### src/design/psup_defs.svh
// constants for the power fault supervisor: thresholds, strap codes, timing
`ifndef PSUP_DEFS_SVH
`define PSUP_DEFS_SVH

`define PSUP_LOCK_MIN_MV 16'h0B22
`define PSUP_LOCK_MAX_MV 16'h3E80
`define PSUP_LOCK_LOW_MV 16'h0BB8
`define PSUP_LOCK_OPEN_MV 16'h1194
`define PSUP_LOCK_HIGH_MV 16'h2A30
`define PSUP_STRAP_LOW 2'h0
`define PSUP_STRAP_OPEN 2'h1
`define PSUP_STRAP_HIGH 2'h2
`define PSUP_OV_PCT_DEF 8'h0F
`define PSUP_PCT_FULL 9'h064
`define PSUP_OT_LIMIT_DEF 8'h7D
`define PSUP_OT_HYST 9'h00F
`define PSUP_CLK_HZ 40000000
`define PSUP_TICK_MS 1
`define PSUP_CYC_PER_MS (`PSUP_CLK_HZ / 1000 * `PSUP_TICK_MS)
`define PSUP_SRC_UV 0
`define PSUP_SRC_OV 1
`define PSUP_SRC_OC 2
`define PSUP_SRC_OT 3

`endif

### src/design/psup_pkg.sv
// types shared by the power fault supervisor modules
package psup_pkg;
   typedef enum logic [2:0] {
      PSUP_RESP_CONT, PSUP_RESP_DLY, PSUP_RESP_IMM, PSUP_RESP_RETRY_CNT, PSUP_RESP_RETRY_INF
   } psup_resp_t;
   typedef enum logic [2:0] {CH_IDLE, CH_DLY, CH_OFF, CH_RETRY, CH_LATCH} psup_chan_state_t;
   typedef enum logic [2:0] {SEQ_OFF, SEQ_DELAY, SEQ_RAMP, SEQ_HOLD, SEQ_RUN} psup_seq_t;
   typedef struct packed {
      logic valid;
      psup_resp_t mode;
      logic [2:0] retry_max;
      logic [7:0] delay_ms;
   } psup_resp_cfg_t;
   typedef struct packed {
      psup_chan_state_t state;
      logic [7:0] cnt;
      logic [2:0] retries;
      logic event_p;
   } psup_chan_st_t;
   typedef struct packed {
      psup_seq_t seq;
      logic [15:0] div;
      logic tick;
      logic en_q;
      logic [7:0] dly_cnt;
      logic [23:0] ramp_cnt;
      logic [23:0] acc;
      logic [15:0] work;
      logic [15:0] delta;
      logic down;
      logic pb_ov;
      logic hs;
      logic ls;
      logic good;
      logic [3:0] flags;
      logic alert;
   } psup_main_st_t;
endpackage : psup_pkg

### src/design/psup_fault_chan.sv
// one fault source: response mode sequencing and retry counting
`timescale 1ns/1ps
`include "psup_defs.svh"
module psup_fault_chan (
   input wire logic ref_clk,
   input wire logic rst_n,
   input wire logic tick,
   input wire logic fault_live,
   input wire logic clear_ok,
   input wire psup_pkg::psup_resp_cfg_t cfg,
   input wire logic restart_cmd,
   output logic shut,
   output logic event_p
);
   psup_pkg::psup_chan_st_t st, n;
   psup_pkg::psup_resp_t mode;

   // unprogrammed source falls back to immediate shutdown
   assign mode = cfg.valid ? cfg.mode : psup_pkg::PSUP_RESP_IMM;
   assign shut = (st.state == psup_pkg::CH_OFF) || (st.state == psup_pkg::CH_RETRY) ||
                 (st.state == psup_pkg::CH_LATCH);
   assign event_p = st.event_p;

   // response state machine
   always_comb begin
      n = st;
      n.event_p = 1'b0;
      unique case (st.state)
         psup_pkg::CH_IDLE: begin
            if (fault_live) begin
               n.event_p = 1'b1;
               n.cnt = 8'h00;
               unique case (mode)
                  psup_pkg::PSUP_RESP_CONT: n.state = psup_pkg::CH_IDLE;
                  psup_pkg::PSUP_RESP_DLY: n.state = psup_pkg::CH_DLY;
                  psup_pkg::PSUP_RESP_IMM: n.state = psup_pkg::CH_OFF;
                  psup_pkg::PSUP_RESP_RETRY_INF: n.state = psup_pkg::CH_RETRY;
                  psup_pkg::PSUP_RESP_RETRY_CNT: begin
                     // exhausted count keeps the output down
                     if (st.retries >= cfg.retry_max) n.state = psup_pkg::CH_LATCH;
                     else n.state = psup_pkg::CH_RETRY;
                  end
                  default: n.state = psup_pkg::CH_OFF;
               endcase
            end
         end
         psup_pkg::CH_DLY: begin
            if (!fault_live) begin
               n.state = psup_pkg::CH_IDLE;
            end else if (tick) begin
               n.cnt = st.cnt + 8'h01;
               if (n.cnt >= cfg.delay_ms) n.state = psup_pkg::CH_LATCH;
            end
         end
         psup_pkg::CH_OFF: begin
            if (clear_ok) n.state = psup_pkg::CH_IDLE;
         end
         psup_pkg::CH_RETRY: begin
            if (tick) begin
               n.cnt = st.cnt + 8'h01;
               if (n.cnt >= cfg.delay_ms) begin
                  // check after the wait, else wait again
                  n.cnt = 8'h00;
                  if (clear_ok) begin
                     n.state = psup_pkg::CH_IDLE;
                     if (st.retries != 3'h7) n.retries = st.retries + 3'h1;
                  end
               end
            end
         end
         psup_pkg::CH_LATCH: begin
            if (restart_cmd) n.state = psup_pkg::CH_IDLE;
         end
         default: n.state = psup_pkg::CH_IDLE;
      endcase
      if (restart_cmd) n.retries = 3'h0;
   end

   // state register
   always_ff @(posedge ref_clk or negedge rst_n) begin
      if (!rst_n) begin
         st <= '0;
      end else begin
         st <= n;
      end
   end
endmodule : psup_fault_chan

### src/design/psup_supervisor.sv
// top of the power fault supervisor: thresholds, start-up sequencer, sticky flags
`timescale 1ns/1ps
`include "psup_defs.svh"
module psup_supervisor #(
   parameter int unsigned CYC_PER_MS = `PSUP_CYC_PER_MS
) (
   input wire logic ref_clk,
   input wire logic rst_n,
   input wire logic enable_cmd,
   input wire logic [15:0] vin_mv,
   input wire logic [1:0] input_low_lockout,
   input wire logic host_lock_valid,
   input wire logic [15:0] host_lock_mv,
   input wire logic [15:0] output_sense_input,
   input wire logic [15:0] target_mv,
   input wire logic host_ov_pct_valid,
   input wire logic [7:0] host_ov_pct,
   input wire logic oc_fault_in,
   input wire logic signed [7:0] die_temp_c,
   input wire logic host_ot_valid,
   input wire logic [7:0] host_ot_limit,
   input wire psup_pkg::psup_resp_cfg_t [3:0] resp_cfg,
   input wire logic ov_crowbar_sel,
   input wire logic ext_clock_sel,
   input wire logic share_group,
   input wire logic track_en,
   input wire logic [7:0] delay_ms,
   input wire logic [7:0] ramp_ms,
   input wire logic [3:0] flag_clear,
   output logic high_side_en,
   output logic low_side_en,
   output logic power_good_output,
   output logic [15:0] work_target_mv,
   output logic [3:0] fault_flags,
   output logic alert
);
   localparam logic [15:0] DIV_LAST = 16'(CYC_PER_MS - 1);

   psup_pkg::psup_main_st_t st, n;
   logic [15:0] strap_mv, lock_mv;
   logic [7:0] ov_pct, ot_limit;
   logic [23:0] ov_rhs, sense_scaled, samp_scaled, ramp_cyc, acc_sum;
   logic signed [8:0] temp_ext, ot_lim_ext, ot_rel_ext;
   logic uv_live, ov_live, ot_live, ot_clear, pb_en, crowbar_eff, ramp_last, any_shut;
   logic restart_cmd;
   logic [3:0] flt_live, flt_clear, shut, ev;
   psup_pkg::psup_resp_cfg_t [3:0] cfg_eff;

   // strap decode; the unconnected level is the default
   always_comb begin
      unique case (input_low_lockout)
         `PSUP_STRAP_LOW: strap_mv = `PSUP_LOCK_LOW_MV;
         `PSUP_STRAP_HIGH: strap_mv = `PSUP_LOCK_HIGH_MV;
         default: strap_mv = `PSUP_LOCK_OPEN_MV;
      endcase
   end

   // host value wins over the strap, clamped into the legal span
   always_comb begin
      lock_mv = strap_mv;
      if (host_lock_valid) begin
         if (host_lock_mv < `PSUP_LOCK_MIN_MV) lock_mv = `PSUP_LOCK_MIN_MV;
         else if (host_lock_mv > `PSUP_LOCK_MAX_MV) lock_mv = `PSUP_LOCK_MAX_MV;
         else lock_mv = host_lock_mv;
      end
   end
   assign uv_live = vin_mv < lock_mv;

   // overvoltage: sense * 100 > target * (100 + pct), no divider needed
   assign ov_pct = host_ov_pct_valid ? host_ov_pct : `PSUP_OV_PCT_DEF;
   assign ov_rhs = 24'(target_mv) * 24'(`PSUP_PCT_FULL + {1'b0, ov_pct});
   assign sense_scaled = 24'(output_sense_input) * 24'(`PSUP_PCT_FULL);
   assign samp_scaled = sense_scaled;
   assign ov_live = sense_scaled > ov_rhs;

   // die temperature against limit, restart only below limit minus hysteresis
   assign ot_limit = host_ot_valid ? host_ot_limit : `PSUP_OT_LIMIT_DEF;
   assign temp_ext = {die_temp_c[7], die_temp_c};
   assign ot_lim_ext = $signed({1'b0, ot_limit});
   assign ot_rel_ext = ot_lim_ext - $signed(`PSUP_OT_HYST);
   assign ot_live = temp_ext > ot_lim_ext;
   assign ot_clear = temp_ext < ot_rel_ext;

   // per-source fault and clear conditions
   assign flt_live[`PSUP_SRC_UV] = uv_live;
   assign flt_live[`PSUP_SRC_OV] = ov_live | st.pb_ov;
   assign flt_live[`PSUP_SRC_OC] = oc_fault_in;
   assign flt_live[`PSUP_SRC_OT] = ot_live;
   assign flt_clear[`PSUP_SRC_UV] = !uv_live;
   assign flt_clear[`PSUP_SRC_OV] = !ov_live;
   assign flt_clear[`PSUP_SRC_OC] = !oc_fault_in;
   assign flt_clear[`PSUP_SRC_OT] = ot_clear;

   // crowbar only with the internal clock; the overvoltage source shuts or retries
   assign crowbar_eff = ov_crowbar_sel && !ext_clock_sel;
   always_comb begin
      cfg_eff = resp_cfg;
      if (resp_cfg[`PSUP_SRC_OV].mode != psup_pkg::PSUP_RESP_RETRY_CNT) begin
         cfg_eff[`PSUP_SRC_OV].mode = psup_pkg::PSUP_RESP_IMM;
      end
   end

   assign restart_cmd = enable_cmd && !st.en_q;
   assign any_shut = |shut;

   // one response channel per fault source
   genvar gi;
   generate
      for (gi = 0; gi < 4; gi = gi + 1) begin : g_chan
         psup_fault_chan u_chan (
            .ref_clk(ref_clk),
            .rst_n(rst_n),
            .tick(st.tick),
            .fault_live(flt_live[gi]),
            .clear_ok(flt_clear[gi]),
            .cfg(cfg_eff[gi]),
            .restart_cmd(restart_cmd),
            .shut(shut[gi]),
            .event_p(ev[gi])
         );
      end
   endgenerate

   // ramp length in cycles and rate accumulator
   assign ramp_cyc = 24'(ramp_ms) * 24'(CYC_PER_MS);
   assign ramp_last = (st.ramp_cnt + 24'h000001) >= ramp_cyc;
   assign acc_sum = st.acc + 24'(st.delta);
   assign pb_en = !(share_group && track_en);

   // sequencer, divider, drivers and flags
   always_comb begin
      n = st;
      n.en_q = enable_cmd;
      n.pb_ov = 1'b0;
      n.tick = 1'b0;
      if (st.div == DIV_LAST) begin
         n.div = 16'h0000;
         n.tick = 1'b1;
      end else begin
         n.div = st.div + 16'h0001;
      end
      unique case (st.seq)
         psup_pkg::SEQ_OFF: begin
            n.good = 1'b0;
            n.work = 16'h0000;
            // crowbar holds the low side while the overvoltage channel stays shut
            n.hs = 1'b0;
            n.ls = shut[`PSUP_SRC_OV] && crowbar_eff;
            if (enable_cmd && !any_shut && !uv_live) begin
               n.seq = psup_pkg::SEQ_DELAY;
               n.dly_cnt = 8'h00;
               n.ls = 1'b0;
            end
         end
         psup_pkg::SEQ_DELAY: begin
            if (st.tick) n.dly_cnt = st.dly_cnt + 8'h01;
            if (st.dly_cnt >= delay_ms) begin
               // output sampled at delay expiry, before any ramp
               n.ramp_cnt = 24'h000000;
               n.acc = 24'h000000;
               n.down = 1'b0;
               if (pb_en && (samp_scaled > ov_rhs)) begin
                  n.pb_ov = 1'b1;
                  n.seq = psup_pkg::SEQ_OFF;
               end else if (!pb_en || (output_sense_input < target_mv)) begin
                  n.work = pb_en ? output_sense_input : 16'h0000;
                  n.delta = target_mv - n.work;
                  n.hs = 1'b1;
                  n.ls = 1'b1;
                  n.seq = psup_pkg::SEQ_RAMP;
               end else begin
                  n.work = output_sense_input;
                  n.hs = 1'b1;
                  n.ls = 1'b1;
                  n.seq = psup_pkg::SEQ_HOLD;
               end
            end
         end
         psup_pkg::SEQ_RAMP: begin
            // spread the step count evenly over the ramp time
            n.ramp_cnt = st.ramp_cnt + 24'h000001;
            n.acc = acc_sum;
            if ((acc_sum >= ramp_cyc) && (st.work != target_mv)) begin
               n.acc = acc_sum - ramp_cyc;
               n.work = st.down ? (st.work - 16'h0001) : (st.work + 16'h0001);
            end
            if (ramp_last) begin
               n.work = target_mv;
               n.good = 1'b1;
               n.seq = psup_pkg::SEQ_RUN;
            end
         end
         psup_pkg::SEQ_HOLD: begin
            n.ramp_cnt = st.ramp_cnt + 24'h000001;
            if (ramp_last) begin
               // power-good first, then walk down to target
               n.good = 1'b1;
               n.down = 1'b1;
               n.delta = st.work - target_mv;
               n.ramp_cnt = 24'h000000;
               n.acc = 24'h000000;
               n.seq = psup_pkg::SEQ_RAMP;
            end
         end
         psup_pkg::SEQ_RUN: begin
            n.work = target_mv;
         end
         default: n.seq = psup_pkg::SEQ_OFF;
      endcase
      // shutdown or disable leaves any active state at once
      if ((st.seq != psup_pkg::SEQ_OFF) && (any_shut || !enable_cmd)) begin
         n.seq = psup_pkg::SEQ_OFF;
         n.hs = 1'b0;
         n.ls = 1'b0;
         n.good = 1'b0;
      end
      if (ov_live) n.good = 1'b0;
      // sticky flags: a new event wins over a clear in the same cycle
      n.flags = ev | (st.flags & ~flag_clear);
      n.alert = |n.flags;
   end

   // state register
   always_ff @(posedge ref_clk or negedge rst_n) begin
      if (!rst_n) begin
         st <= '0;
      end else begin
         st <= n;
      end
   end

   assign high_side_en = st.hs;
   assign low_side_en = st.ls;
   assign power_good_output = st.good;
   assign work_target_mv = st.work;
   assign fault_flags = st.flags;
   assign alert = st.alert;
endmodule : psup_supervisor

### config.mk
export PLATFORM = sky130hd
export DESIGN_NAME = psup_supervisor
export DESIGN_NICKNAME = d
export VERILOG_FILES = /design/src/design/psup_pkg.sv /design/src/design/psup_fault_chan.sv /design/src/design/psup_supervisor.sv
export VERILOG_INCLUDE_DIRS = /design/src /design/src/design
export SDC_FILE = /design/constraint.sdc
export NUM_CORES = 1
export LEC_CHECK = 0
export BUFFER_PORTS_ARGS = -buffer_cell sky130_fd_sc_hd__buf_2
export CAP_MARGIN = 25
export CORE_MARGIN = 2
export CORE_UTILIZATION = 32
export CTS_BUF_LIST = sky130_fd_sc_hd__clkbuf_4
export DETAILED_ROUTE_END_ITERATION = 12
export PLACE_DENSITY = 0.45
export SLEW_MARGIN = 20
export SYNTH_ARGS = -nofsm -noshare
export SYNTH_HDL_FRONTEND = slang
export SYNTH_HIERARCHICAL = 1
export SYNTH_SLANG_ARGS = --single-unit
### constraint.sdc
create_clock -name ref_clk -period 8.84 [get_ports ref_clk]
set_input_delay 0.884 -clock ref_clk [delete_from_list [all_inputs] [get_ports ref_clk]]
set_output_delay 0.884 -clock ref_clk [all_outputs]
set_load 0.01 [all_outputs]
Word-level counts from Yosys, hierarchy flattened:

Index checks and enable logic that the tools add are counted.

* latch bits: 0
* bits in registers: 179
* memory bits (writable): 0
* input bits: 181
* bits in read-only memories: 0
* memories: 0

* add/subtract/negate cells: 19
* div/mod/pow operators: 0
* $mul: 3
* muxes and demuxes: 119
* reduce and logical (&&, ||, !) cells: 84
* shift operators: 0
* bitwise operators: 4
* $lt $le $gt $ge: 18
* eq/ne operators: 89

Operator list (number)
* $mux W16: 9
* $pmux W48 S3: 1
* $mux W3: 45
* $mux W14: 8
* $pmux W8 S3: 4
* $mux W11: 8
* $mux W84: 1
* $pmux W3 S5: 5
* $mux W8: 8
* $pmux W16 S4: 1
* $ne A3 B3 Y1 const B: 17
* $ne A2 B2 Y1 const B: 25
* $reduce_and A5 Y1: 10
* $ge A24 B24 Y1: 2
* $mux W48: 1
* $pmux W3 S4: 4
* $eq A3 B2 Y1 const B: 14
* $add A8 B1 Y8 const B: 5
* $ge A8 B8 Y1: 5
* $mux W40: 1
* $pmux W17 S2: 1
* $add A16 B1 Y16 const B: 2
* $lt A16 B16 Y1: 2
* $mux W32: 1
* 50 further kinds: 156

Depth between registers and ports, before layout:

Gate-level depths: netlist of the first run.

* depth after elaboration: 11
* mapped depth: 39

Modules after synthesis:

The synthesis of the first run kept the hierarchy.

By module, submodules not included
* psup_supervisor: area an instance 19628.8 µm², cells an instance 2318, seq. area each 2977.9 µm², times used 1
* psup_fault_chan: area an instance 1237.4 µm², cells an instance 124, seq. area each 375.4 µm², times used 4

Worst setup path after synthesis of the first run:

No wires, ideal clock.

* path kind: input -> register
* from: input host_ov_pct_valid
* to: register g_chan[1].u_chan/st[6] (netlist bit)
* arrival time: 8769 ps
* slack: -55 ps
* buffers on the path: 3
* stages on the path: 37
* data required time: 8714 ps
* path through: nor2b_1 -> clkbuf_1 -> inv_1 -> ha_1 -> a21oi_1 -> xnor2_1 -> clkbuf_1 -> a21oi_1 -> fa_1 -> fa_1 -> inv_1 -> fa_1 -> fa_1 -> inv_1 -> ha_1 -> or3_4 -> o21bai_1 -> a31oi_1 -> o2111ai_1 -> a21o_1 -> a21oi_1 -> nor2_1 -> o31a_1 -> xnor2_1 -> ha_1 -> nand3_1 -> nor4_1 -> nand4_1 -> o211ai_1 -> a21boi_2 -> mux2i_4 -> nand2b_1 -> nor4b_1 -> a31oi_2 -> nor2b_2 -> buf_6 -> a221o_1

* word-level cells in the longest chain between the ends: 7
* elaborated cells on any way between the ends: 8

Ends and longest elaborated chain
* start: declaration: RTL line psup_supervisor.sv:16 `input wire logic host_ov_pct_valid,`
* $mux W8 (no source line) (*)
* $add A7 B8 Y9 (no source line) (*)
* $mul A16 B9 Y24 (*): RTL line psup_supervisor.sv:71 `` assign ov_rhs = 24'(target_mv) * 24'(`PSUP_PCT_FULL + {1'b0, ov_pct}); ``
* $gt A23 B24 Y1 (*): RTL line psup_supervisor.sv:74 `assign ov_live = sense_scaled > ov_rhs;`
* $or A1 B1 Y1 (*): RTL line psup_supervisor.sv:86 `` assign flt_live[`PSUP_SRC_OV] = ov_live | st.pb_ov; ``
* net flt_live[1]: RTL line psup_supervisor.sv:46 `logic [3:0] flt_live, flt_clear, shut, ev;`
* $ne A2 B1 Y1 (no source line)
* $reduce_and A5 Y1 (no source line) (*)
* end signal: assignment: RTL line psup_fault_chan.sv:84 `st <= n;`
* end: declaration: RTL line psup_fault_chan.sv:15 `psup_pkg::psup_chan_st_t st, n;`

The timed path passes the listed nets; every way through them passes the cells marked *.
A chain may end at the register's enable or synchronous reset.

Final worst setup path of the first run:

Same ends and word-level chain as after synthesis.

==> run metrics, run 1 <==
most numerous cell in the Yosys netlist=ha_1; first-pass GRT wire length=113000 um; Commonest cells post-synth=ha_1 (370), inv_1 (364), nand2_1 (228), dfrtp_1 (179), nor2_1 (173); maximum clock insertion buffer count=2; count of cell types in the netlist=104; Syn Inst Count=2814; Reg-to-Reg Start=st[42]$_DFFE_PN0P_; # port buffers=204; TritonCTS buffer count=17; Finished Core Util=35.9%; Worst Hold Endpoint=st[98]$_DFF_PN0_; Reg2Reg Depth=21; drt pass-1 iters=7; WP data required=9.48 ns; DIE WIDTH=281 um; final setup margin=0.533 ns; Post-CTS Setup Bufs=0; share of layout cells above drive strength 1=13.7%; outcome=completed; standard-cell row count=101; VDD IR max=0.240 mV; Post-synth EDFFs=0; DP Wirelength=57600 um; RR Endpoint=work_target_mv[0]$_DFFE_PN0P_; R2R Setup Slk=2.84 ns; die height=281 um; Total Wirelength=70500 um; core area=0.0759 mm^2; residual DRC count=0; CTS Sinks=179; placed cell area=0.0268 mm^2; Final #Nets=3687; slowest CP cell=fa_1; WS Path Type=input port to register; total gr overflow=0; full die area=0.0790 mm^2; # setup viols final=0; P_leak=14.0 nW; gpl congestion=0.855; FMAX=120 MHz; Fin. Hold Viols=0; setup_tns=0 ns; critical path data arrival time=8.95 ns; power density of the placed cells=218 mW/mm^2; Clock Pin Slew Worst Setup and Hold Paths=0.18 ns; number of global-route vias before repair=20800; Hold Startpoint=enable_cmd; Power, Total=5.95 mW; io pins=205; final critical-path share of the clock period=94.0%; WL/cell=17.4 um; Worst-Margin Slew=1.04 ns; worst rel slew slack=30.3%; crit start category=input port; dpl ws=-0.291 ns; Via density=5.08; Clk Latency, worst-skew pair=0.78 ns; area leader, netlist=ha_1; peak fanout along the critical path=5; register bit total from synthesis=179; CP endpoint kind=register; largest net degree at the start of global routing=70; CTS tree=yes; ANT nets after route=0; via count=20600; Hold Path Class=input port to register; starting density of the core=32.4%; Worst Clk Skew=0.0374 ns; Root Buffer=clkbuf_4; largest cells by area after synthesis=ha_1 (19%), dfrtp_1 (18%), fa_1 (10%); final instance area=0.0272 mm^2; YS warnings=6; share of the synthesized area in the top cell type=18.8%; post-layout min period=8.31 ns; DRT iter0 DRCs=1446; slowest stage delay, CP=0.55 ns; Crit path top cell by count=fa_1; # H-tree levels=4; Seq/Total Area, Yosys=18.2%; MaxCap Viol Count=0; mapped cell area=0.0246 mm^2; top_reg_cell synth=dfrtp_1; Final Max Tran Viols=0; GRT Resource Usage Total=18.1%; syn avg cell area=8.73 um^2; async set-reset flop share out of synthesis=100%; initial antenna violation count=10; fillers=7804; Area Growth Syn to Fin=10.8%; Hold Path Stages=1
-- routing by layer --
layer	wire, um	vias up	track usage, %
met5	73	-	0
met4	1060	10	3.98
met3	3740	71	3.70
met2	31900	411	29.2
met1	33700	9970	24.9
li1	-	10200	-
-- final cells by class --
class                           instances  area [um^2]  share of cell area [%]
Tap cell                             1030         1290                    4.73
Multi-Input combinational cell       2183        18200                    66.9
Sequential cell                       179         4480                    16.4
Clock buffer                           17          128                   0.468
Inverter                              364         1370                    5.02
Clock inverter                         15          193                   0.707
Timing Repair Buffer                  265         1550                    5.68
Antenna cell                            9         22.5                  0.0827
-- layout by cell type, fill, tap and decap left out, types with 17 or more instances in the layout --
master | Yosys | layout
ha_1 | 370 | 370
inv_1 | 364 | 364
nand2_1 | 228 | 228
buf_2 | 11 | 203
dfrtp_1 | 179 | 179
nor2_1 | 173 | 173
a21oi_1 | 153 | 153
fa_1 | 126 | 126
xnor2_1 | 116 | 116
o21ai_0 | 106 | 106
xor2_1 | 78 | 78
nand3_1 | 72 | 72
a21o_1 | 66 | 66
buf_4 | 25 | 56
nor3_1 | 55 | 55
and2_1 | 44 | 44
nor2b_1 | 41 | 41
and3_1 | 37 | 37
a22o_1 | 35 | 35
mux2i_1 | 32 | 32
nand2b_1 | 27 | 27
o21bai_1 | 22 | 22
o21a_1 | 22 | 22
nand4_1 | 22 | 22
mux2_2 | 19 | 19
a211oi_1 | 18 | 18
clkbuf_4 | 0 | 17
-- registers in the layout (all words and copies together), names as in the netlist --
signal / count
alert: 1
g_chan.u_chan/event_p: 4
fault_flags: 4
power_good_output: 1
low_side_en: 1
high_side_en: 1
g_chan.u_chan/st: 56
work_target_mv: 16
st: 95
-- through the flow --
stage,std cells,hold slack (ns)
global placement,4019,0.471
floorplan,2820,0.416
finish,4062,0.261
CTS,4052,0.185
global route,4058,0.201
detailed placement,4019,0.450
-- power breakdown --
| group | internal [mW] | switching, mW | total (mW) |
|---|---|---|---|
| Combinational | 1.92 | 2.44 | 4.36 |
| Clock | 0.183 | 0.371 | 0.553 |
| Sequential | 0.916 | 0.120 | 1.04 |
-- critical path, delay by kind of cell --
kind	cells	cell delay [ns]
AO/OA/AOI/OAI	12	2.54
XOR/XNOR	2	0.25
adder cells (fa/ha/maj)	7	2.79
buffers and inverters	5	0.44
multiplexers	1	0.22
AND/OR/NAND/NOR	9	1.83
-- cells by family (layout without fill, tap and decap cells) --
logic type      after synthesis  in the layout  synth area share (%)
xor+xnor                    194            194                  6.91
mux                          60             60                  2.75
simple gates                802            802                  16.7
fa+ha+maj                   496            496                  29.1
compound gates              623            623                  18.5
flops                       179            179                  18.2
other cells                   2             17                0.0306
buf+inv                     458            661                  7.80
-- timing repair --
action / 4_1_cts / 5_1_grt
endpoints found under the hold margin: 9 / 0
hold buffers: 1 / 0
setup endpoints to repair: 0 / 2
resized for setup: 0 / 2
-- worst max path at each step --
stage	cells after the start	start	slack [ns]	end
global placement	36	host_ov_pct_valid	-0.17	g_chan[1].u_chan/st[6]$_DFFE_PN0P_
finish	36	host_ov_pct_valid	0.53	g_chan[1].u_chan/st[6]$_DFFE_PN0P_
floorplan	38	host_ov_pct_valid	0.03	g_chan[1].u_chan/st[6]$_DFFE_PN0P_
CTS	36	host_ov_pct_valid	0.51	g_chan[1].u_chan/st[6]$_DFFE_PN0P_
detailed placement	36	host_ov_pct_valid	-0.29	g_chan[1].u_chan/st[6]$_DFFE_PN0P_
global route	36	host_ov_pct_valid	-0.02	g_chan[1].u_chan/st[6]$_DFFE_PN0P_
No activity file was read; power rests on OpenSTA's default activity.
==> run 2: changes to the inputs <==
--- a/config.mk
+++ b/config.mk
@@ -6,6 +6,7 @@
 export SDC_FILE = /design/constraint.sdc
 export NUM_CORES = 1
 export LEC_CHECK = 0
+export ABC_AREA = 1
 export BUFFER_PORTS_ARGS = -buffer_cell sky130_fd_sc_hd__buf_2
 export CAP_MARGIN = 25
 export CORE_MARGIN = 2
==> constraint.sdc (replaced) <==
create_clock -name ref_clk -period 8.84 [get_ports ref_clk]
set_input_delay 1.768 -clock ref_clk [delete_from_list [all_inputs] [get_ports ref_clk]]
set_output_delay 1.768 -clock ref_clk [all_outputs]
set_load 0.01 [all_outputs]
==> run 2 against run 1 <==
Via count increased by 11%. Global-route usage increased by 0.55 points. Synthesized cell count rose by 29%. Power grew 22%. Clock power shrank 14%. Cell count rose by 22%. Die area is 3.0% higher. Critical path type unchanged.
==> run metrics, run 2 <==
adder-cell share of the synthesized area=28.2% (-0.86 points); Hold Startpoint=st[100]$_DFF_PN0_; WP data required=9.45 ns (-0.03 ns); Fin. Hold Viols=0 (unchanged); # setup viols final=0 (unchanged); slowest CP cell=fa_1; Root Buffer=clkbuf_4; most numerous cell in the Yosys netlist=nand2_1; RSZ-0062 raised after global routing=no; final critical-path share of the clock period=91.9% (-2.1 points); commonest cells after routing, fill and taps aside=nand2_1 (882), inv_1 (644), ha_1 (370), nor2_1 (299), a21oi_1 (213); share of the synthesized area in the top cell type=18.3% (-0.56 points); Final Max Tran Viols=0 (unchanged); residual DRC count=0 (unchanged); GRT Resource Usage Total=18.7% (+0.55 points); Final #Nets=4554 (+24%); Post-synth EDFFs=0 (unchanged); DP Wirelength=63700 um (+11%); share of layout cells above drive strength 1=9.95% (-3.8 points); count of cell types in the netlist=57 (-45%); MaxCap Viol Count=0 (unchanged); slowest stage delay, CP=0.56 ns (about the same); Area Growth Syn to Fin=11.5%; Post-CTS Setup Bufs=0 (unchanged); outcome=completed; post_cts resized=0 (unchanged); post-synthesis simple-gate area fraction=25.7% (+9.0 points); largest net degree at the start of global routing=73 (+4.3%); die height=285 um (+1.5%); # port buffers=204 (unchanged); Worst Clk Skew=0.0583 ns (+0.0209 ns); CP delay by family, top=adder cells; CTS Sinks=179 (unchanged); worst rel slew slack=38.2% (+8.0 points); hold buffers post-CTS=0 (-1); commonest non-fill, non-tap cell in the layout=nand2_1; critical path data arrival time=8.74 ns (-0.21 ns); largest family of logic cells by synthesized area=adder cells; core area=0.0786 mm^2 (+3.5%); RR Endpoint=st[52]$_DFFE_PN0P_; first-pass GRT wire length=122000 um (+7.6%); R2R Setup Slk=3.59 ns (+0.75 ns); number of global-route vias before repair=22600 (+9.0%); CP endpoint kind=register; Reg2Reg Depth=24 (+14%); Hold Path Stages=1 (unchanged); WS Path Type=input port to register; post-layout min period=8.12 ns (-0.182 ns); Syn Inst Count=3636 (+29%); Worst-Margin Slew=0.927 ns (-0.116 ns); maximum clock insertion buffer count=2 (unchanged); # H-tree levels=4 (unchanged); Buf+Inv Stages, Crit Path=9 (+4); DRT iter0 DRCs=1021 (-29%); via count=22900 (+11%); Largest Register=st; Commonest cells post-synth=nand2_1 (882), inv_1 (644), ha_1 (370), nor2_1 (299), a21oi_1 (213); power density of the placed cells=256 mW/mm^2 (+17%); post-synthesis mux area share=0% (-2.8 points); area leader, netlist=ha_1; async set-reset flop share out of synthesis=100% (unchanged); Via density=4.62 (-9.0%); io pins=205 (unchanged); total gr overflow=0 (unchanged); top_reg_cell synth=dfrtp_1; Hold Path Class=register to register; FMAX=123 MHz (+2.2%); CTS tree=yes; Total Wirelength=75100 um (+6.6%); Crit path top cell by count=nand2_1; worst hold slack=0.473 ns (+0.212 ns); starting density of the core=32.2% (-0.14 points); standard-cell row count=103 (+2.0%); crit start category=input port; WL/cell=15.2 um (-12%); ANT nets after route=0 (unchanged); Reg-to-Reg Start=st[42]$_DFFE_PN0P_; peak fanout along the critical path=6 (+1); VDD IR max=0.206 mV (-14%); mapped cell area=0.0253 mm^2 (+3.1%); TritonCTS buffer count=17 (unchanged); full die area=0.0814 mm^2 (+3.0%); syn avg cell area=6.97 um^2 (-20%); Seq/Total Area, Yosys=17.7% (-0.54 points); Power, Total=7.23 mW (+22%); max reg flops=95 (unchanged); Clock Pin Slew Worst Setup and Hold Paths=0.15 ns (-0.03 ns); largest cells by area after synthesis=ha_1 (18%), dfrtp_1 (18%), nand2_1 (13%); Compound-Gate Fraction of Synth Area=11.5% (-7.0 points); Synth Area in XOR/XNOR=5.36% (-1.6 points); Worst Hold Endpoint=st[100]$_DFF_PN0_; P_leak=16.1 nW (+15%); DIE WIDTH=285 um (+1.5%); YS warnings=6 (unchanged); Clk Latency, worst-skew pair=0.74 ns (-0.04 ns); initial antenna violation count=3 (-7); gpl congestion=0.862 (+0.80%); register bit total from synthesis=179 (unchanged); drt pass-1 iters=5 (-2)
-- run 2: cell count changes after synthesis, moves of 41 or more --
cell	delta
and2_1	-41
nand3_1	+131
a21o_1	-47
a21oi_1	+60
xnor2_1	-70
nor2_1	+126
inv_1	+280
o21ai_0	+60
nand2_1	+654
-- run 2: how the worst max path moves through the flow --
stage / from / endpoint / slack [ns] / depth (start not counted)
6_report: host_ov_pct_valid / g_chan[1].u_chan/st[8]$_DFFE_PN0P_ / 0.72 / 43
3_5_place_dp: host_ov_pct_valid / g_chan[1].u_chan/st[5]$_DFFE_PN0P_ / -0.03 / 43
5_1_grt: host_ov_pct_valid / g_chan[1].u_chan/st[7]$_DFFE_PN0P_ / 0.13 / 45
3_3_place_gp: host_ov_pct_valid / g_chan[1].u_chan/st[7]$_DFFE_PN0P_ / 0.03 / 43
4_1_cts: host_ov_pct_valid / g_chan[1].u_chan/st[9]$_DFFE_PN0P_ / 0.77 / 43
2_1_floorplan: host_ov_pct_valid / g_chan[1].u_chan/st[7]$_DFFE_PN0P_ / 0.31 / 39
-- run 2: metrics by stage --
step / cell area, um^2 / utilization [%] / setup slack (ns) / setup TNS (ns) / instances
after floorplan: 25300 / - / 0.314 / 0 / 3641
after global placement: 27900 / 35.5 / 0.0334 / 0 / 4905
after detailed placement: 27900 / 35.5 / -0.0268 / -0.128 / 4906
after CTS: 28200 / 35.8 / 0.773 / 0 / 4937
after global routing: 28200 / 35.9 / 0.133 / 0 / 4941
final: 28200 / 35.9 / 0.715 / 0 / 4942
-- run 2: cells by family after synthesis --
family                     count (synthesis)
DFF                                      179
AOI/OAI and AO/OA                        521
xor gates and xnor gates                 155
adders and majority gates                496
buffers and inverters                    740
other                                      2
and+or+nand+nor                         1543
-- run 2: area by class of cell --
class | count | area (um^2)
diodes | 3 | 7.51
clock buffers | 19 | 143
clock inverters | 12 | 105
fillers | 8624 | 50400
inverters | 674 | 2550
multi-input cells | 2722 | 18000
flip-flops and latches | 179 | 4480
well taps | 1050 | 1310
repair buffers | 283 | 1680
-- run 2: where the power goes --
part	switching (mW)	internal, mW	leakage [nW]
clock	0.330	0.145	0.143
sequential	0.144	0.947	2.45
combinational	3.45	2.22	13.5
total	3.92	3.31	16.1
-- run 2: worst register-to-register path: stages, from the launching register on --
cell and delay (ns):
dfrtp_1 0.40, ha_1 0.17, inv_1 0.05, fa_1 0.39
nand3b_1 0.17, nand2_1 0.11, a21oi_1 0.11, o21ai_0 0.46
a21oi_1 0.21, o21ai_0 0.26, xor2_1 0.17, inv_1 0.09
ha_1 0.36, nand2_1 0.12, nor2_1 0.17, nand2_1 0.14
inv_1 0.08, nand3_1 0.08, o21ai_2 0.72, nand2_2 0.18
inv_1 0.09, buf_4 0.23, nand2_1 0.08, o21ai_0 0.13
o21ai_0 0.12
-- run 2: per-layer routing --
metal	global-route usage [%]	vias up	wire, um
li1	-	12100	-
met1	25.6	10400	36900
met2	31.8	277	35300
met3	1.96	56	1860
met4	3.89	2	1120
met5	0	-	11
==> run 3: changes to the inputs <==
--- a/config.mk
+++ b/config.mk
@@ -14,6 +14,7 @@
 export CTS_BUF_LIST = sky130_fd_sc_hd__clkbuf_4
 export DETAILED_ROUTE_END_ITERATION = 12
 export PLACE_DENSITY = 0.45
+export RECOVER_POWER = 25
 export SLEW_MARGIN = 20
 export SYNTH_ARGS = -nofsm -noshare
 export SYNTH_HDL_FRONTEND = slang
==> run 3 against run 2 <==
The run now ends with max-capacitance violations, max-slew violations left. Setup slack lost 0.0014 ns. Register-to-register slack is essentially flat. Sequential share of layout area is essentially flat. Count of clock-buffer cells in the layout is the same. Core utilization is essentially flat. Combinational power is essentially flat. Cell count is the same. Clock skew shrank 0.00076 ns. Non-clock buffer count is the same. Highest routed layer unchanged.
==> run metrics, run 3 (synthesis gave the netlist of run 2 again) <==
Final #Nets=4554 (unchanged); # port buffers=204 (unchanged); maximum clock insertion buffer count=2 (unchanged); Power, Total=7.23 mW (about the same); Largest Register=st; VDD IR max=0.206 mV (about the same); ANT nets after route=0 (unchanged); post-layout min period=8.13 ns (+0.00138 ns); Clk Latency, worst-skew pair=0.74 ns (about the same); standard-cell row count=103 (unchanged); NetSw=3.92 mW (about the same); final setup margin=0.714 ns (-0.00138 ns); Reg-to-Reg Start=st[42]$_DFFE_PN0P_; R2R Setup Slk=3.58 ns (about the same); largest net degree at the start of global routing=73 (unchanged); WL/cell=15.2 um (about the same); Clk pwr share=6.6% (about the same); # H-tree levels=4 (unchanged); final critical-path share of the clock period=91.9% (about the same); gpl congestion=0.862 (unchanged); register share of total power=15.1% (about the same); WP data required=9.46 ns (about the same); starting density of the core=32.2% (unchanged); P_leak=16.1 nW (-0.14%); peak fanout along the critical path=6 (unchanged); CP endpoint kind=register; full die area=0.0814 mm^2 (unchanged); Worst-Margin Slew=2.51 ns (+1.58 ns); CTS Sinks=179 (unchanged); Hold Path Stages=1 (unchanged); total gr overflow=0 (unchanged); residual DRC count=0 (unchanged); Via density=4.62 (about the same); violations in the final reports=max-capacitance violations, max-slew violations; outcome=finished, violations left; io pins=205 (unchanged); Post-CTS Setup Bufs=0 (unchanged); RSZ-0062 raised after global routing=no; dpl ws=-0.0268 ns (unchanged); DIE WIDTH=285 um (unchanged); MaxCap Viol Count=1 (+1); Final Max Tran Viols=41 (+41); via count=22800 (-0.061%); post_cts resized=0 (unchanged); final instance area=0.0282 mm^2 (about the same); number of global-route vias before repair=22600 (unchanged); fillers=8630 (+0.070%); multi-input logic area=0.0180 mm^2 (unchanged); share of layout cells above drive strength 1=9.80% (-0.15 points); drt pass-1 iters=6 (+1); Worst Clk Skew=0.0575 ns (-0.000761 ns); commonest cells after routing, fill and taps aside=nand2_1 (882), inv_1 (644), ha_1 (370), nor2_1 (299), a21oi_1 (213); # setup viols final=0 (unchanged); DRT iter0 DRCs=1035 (+1.4%); Fin. Hold Viols=0 (unchanged); Finished Core Util=35.9% (about the same); Worst Hold Endpoint=st[100]$_DFF_PN0_; GRT Resource Usage Total=18.7% (unchanged); initial antenna violation count=3 (unchanged); slowest CP cell=fa_1; WS Path Type=input port to register; die height=285 um (unchanged); Area Growth Syn to Fin=11.4% (about the same); CTS tree=yes; Comb pwr share=78.3% (about the same); RR Endpoint=st[52]$_DFFE_PN0P_; Sw Ratio=54.2% (about the same); Reg2Reg Depth=24 (unchanged); Hold Path Class=register to register; power density of the placed cells=256 mW/mm^2 (about the same); placed cell area=0.0279 mm^2 (unchanged); first-pass GRT wire length=122000 um (unchanged); Clock Pin Slew Worst Setup and Hold Paths=0.15 ns (about the same); Hold Startpoint=st[100]$_DFF_PN0_; TritonCTS buffer count=17 (unchanged); FF+latch area=0.00448 mm^2 (unchanged); worst rel slew slack=-67.2% (-110 points); Crit path top cell by count=nand2_1; P_int=3.31 mW (about the same); Root Buffer=clkbuf_4; Total Wirelength=75200 um (about the same); hold buffers post-CTS=0 (unchanged); critical path data arrival time=8.74 ns (about the same); FMAX=123 MHz (about the same); DP Wirelength=63700 um (unchanged); commonest non-fill, non-tap cell in the layout=nand2_1; core area=0.0786 mm^2 (unchanged); slowest stage delay, CP=0.56 ns (about the same); max reg flops=95 (unchanged); setup_tns=0 ns (unchanged); crit start category=input port
## run 3: layer usage
| metal | wire, um | track usage [%] | vias up |
|---|---|---|---|
| met3 | 1810 | 1.96 | 52 |
| met1 | 36900 | 25.6 | 10400 |
| met4 | 1080 | 3.89 | 2 |
| met2 | 35400 | 31.8 | 271 |
| li1 | - | - | 12100 |
| met5 | 11 | 0 | - |
## run 3: cell type report
class                           count  share of cell area [%]
Multi-Input combinational cell   2722                    63.7
Sequential cell                   179                    15.9
Inverter                          674                    9.05
Timing Repair Buffer              283                    5.85
Tap cell                         1050                    4.66
Clock buffer                       19                   0.506
Clock inverter                     12                   0.373
Antenna cell                        3                  0.0266
## run 3: critical path, delay by kind of cell
kind,cells,cell delay [ns]
AOI/OAI and AO/OA,5,0.94
and+or+nand+nor,21,2.16
adders and majority gates,7,2.93
buffers and inverters,9,0.79
xor gates and xnor gates,1,0.15
## run 3: stage by stage
step                      cells  hold slack [ns]
after CTS                  4937            0.482
after global routing       4941            0.503
after floorplan            3641            0.432
after global placement     4905            0.457
after detailed placement   4906            0.463
final                      4942            0.476
## run 3: how the worst max path moves through the flow
stage                            startpoint                            endpoint  slack (ns)
final                     host_ov_pct_valid  g_chan[1].u_chan/st[8]$_DFFE_PN0P_        0.71
after global routing      host_ov_pct_valid  g_chan[1].u_chan/st[7]$_DFFE_PN0P_        0.13
after CTS                 host_ov_pct_valid  g_chan[1].u_chan/st[9]$_DFFE_PN0P_        0.77
after detailed placement  host_ov_pct_valid  g_chan[1].u_chan/st[5]$_DFFE_PN0P_       -0.03
after global placement    host_ov_pct_valid  g_chan[1].u_chan/st[7]$_DFFE_PN0P_        0.03
after floorplan           host_ov_pct_valid  g_chan[1].u_chan/st[7]$_DFFE_PN0P_        0.31
## run 3: power groups by stage
stage                     logic [mW]  registers, mW  clock network [mW]
after floorplan                 4.02           1.05                   0
final                           5.66           1.09               0.476
after global routing            6.54           1.11               0.532
after detailed placement        5.66           1.11                   0
after CTS                       5.72           1.09               0.508
after global placement          5.69           1.11                   0
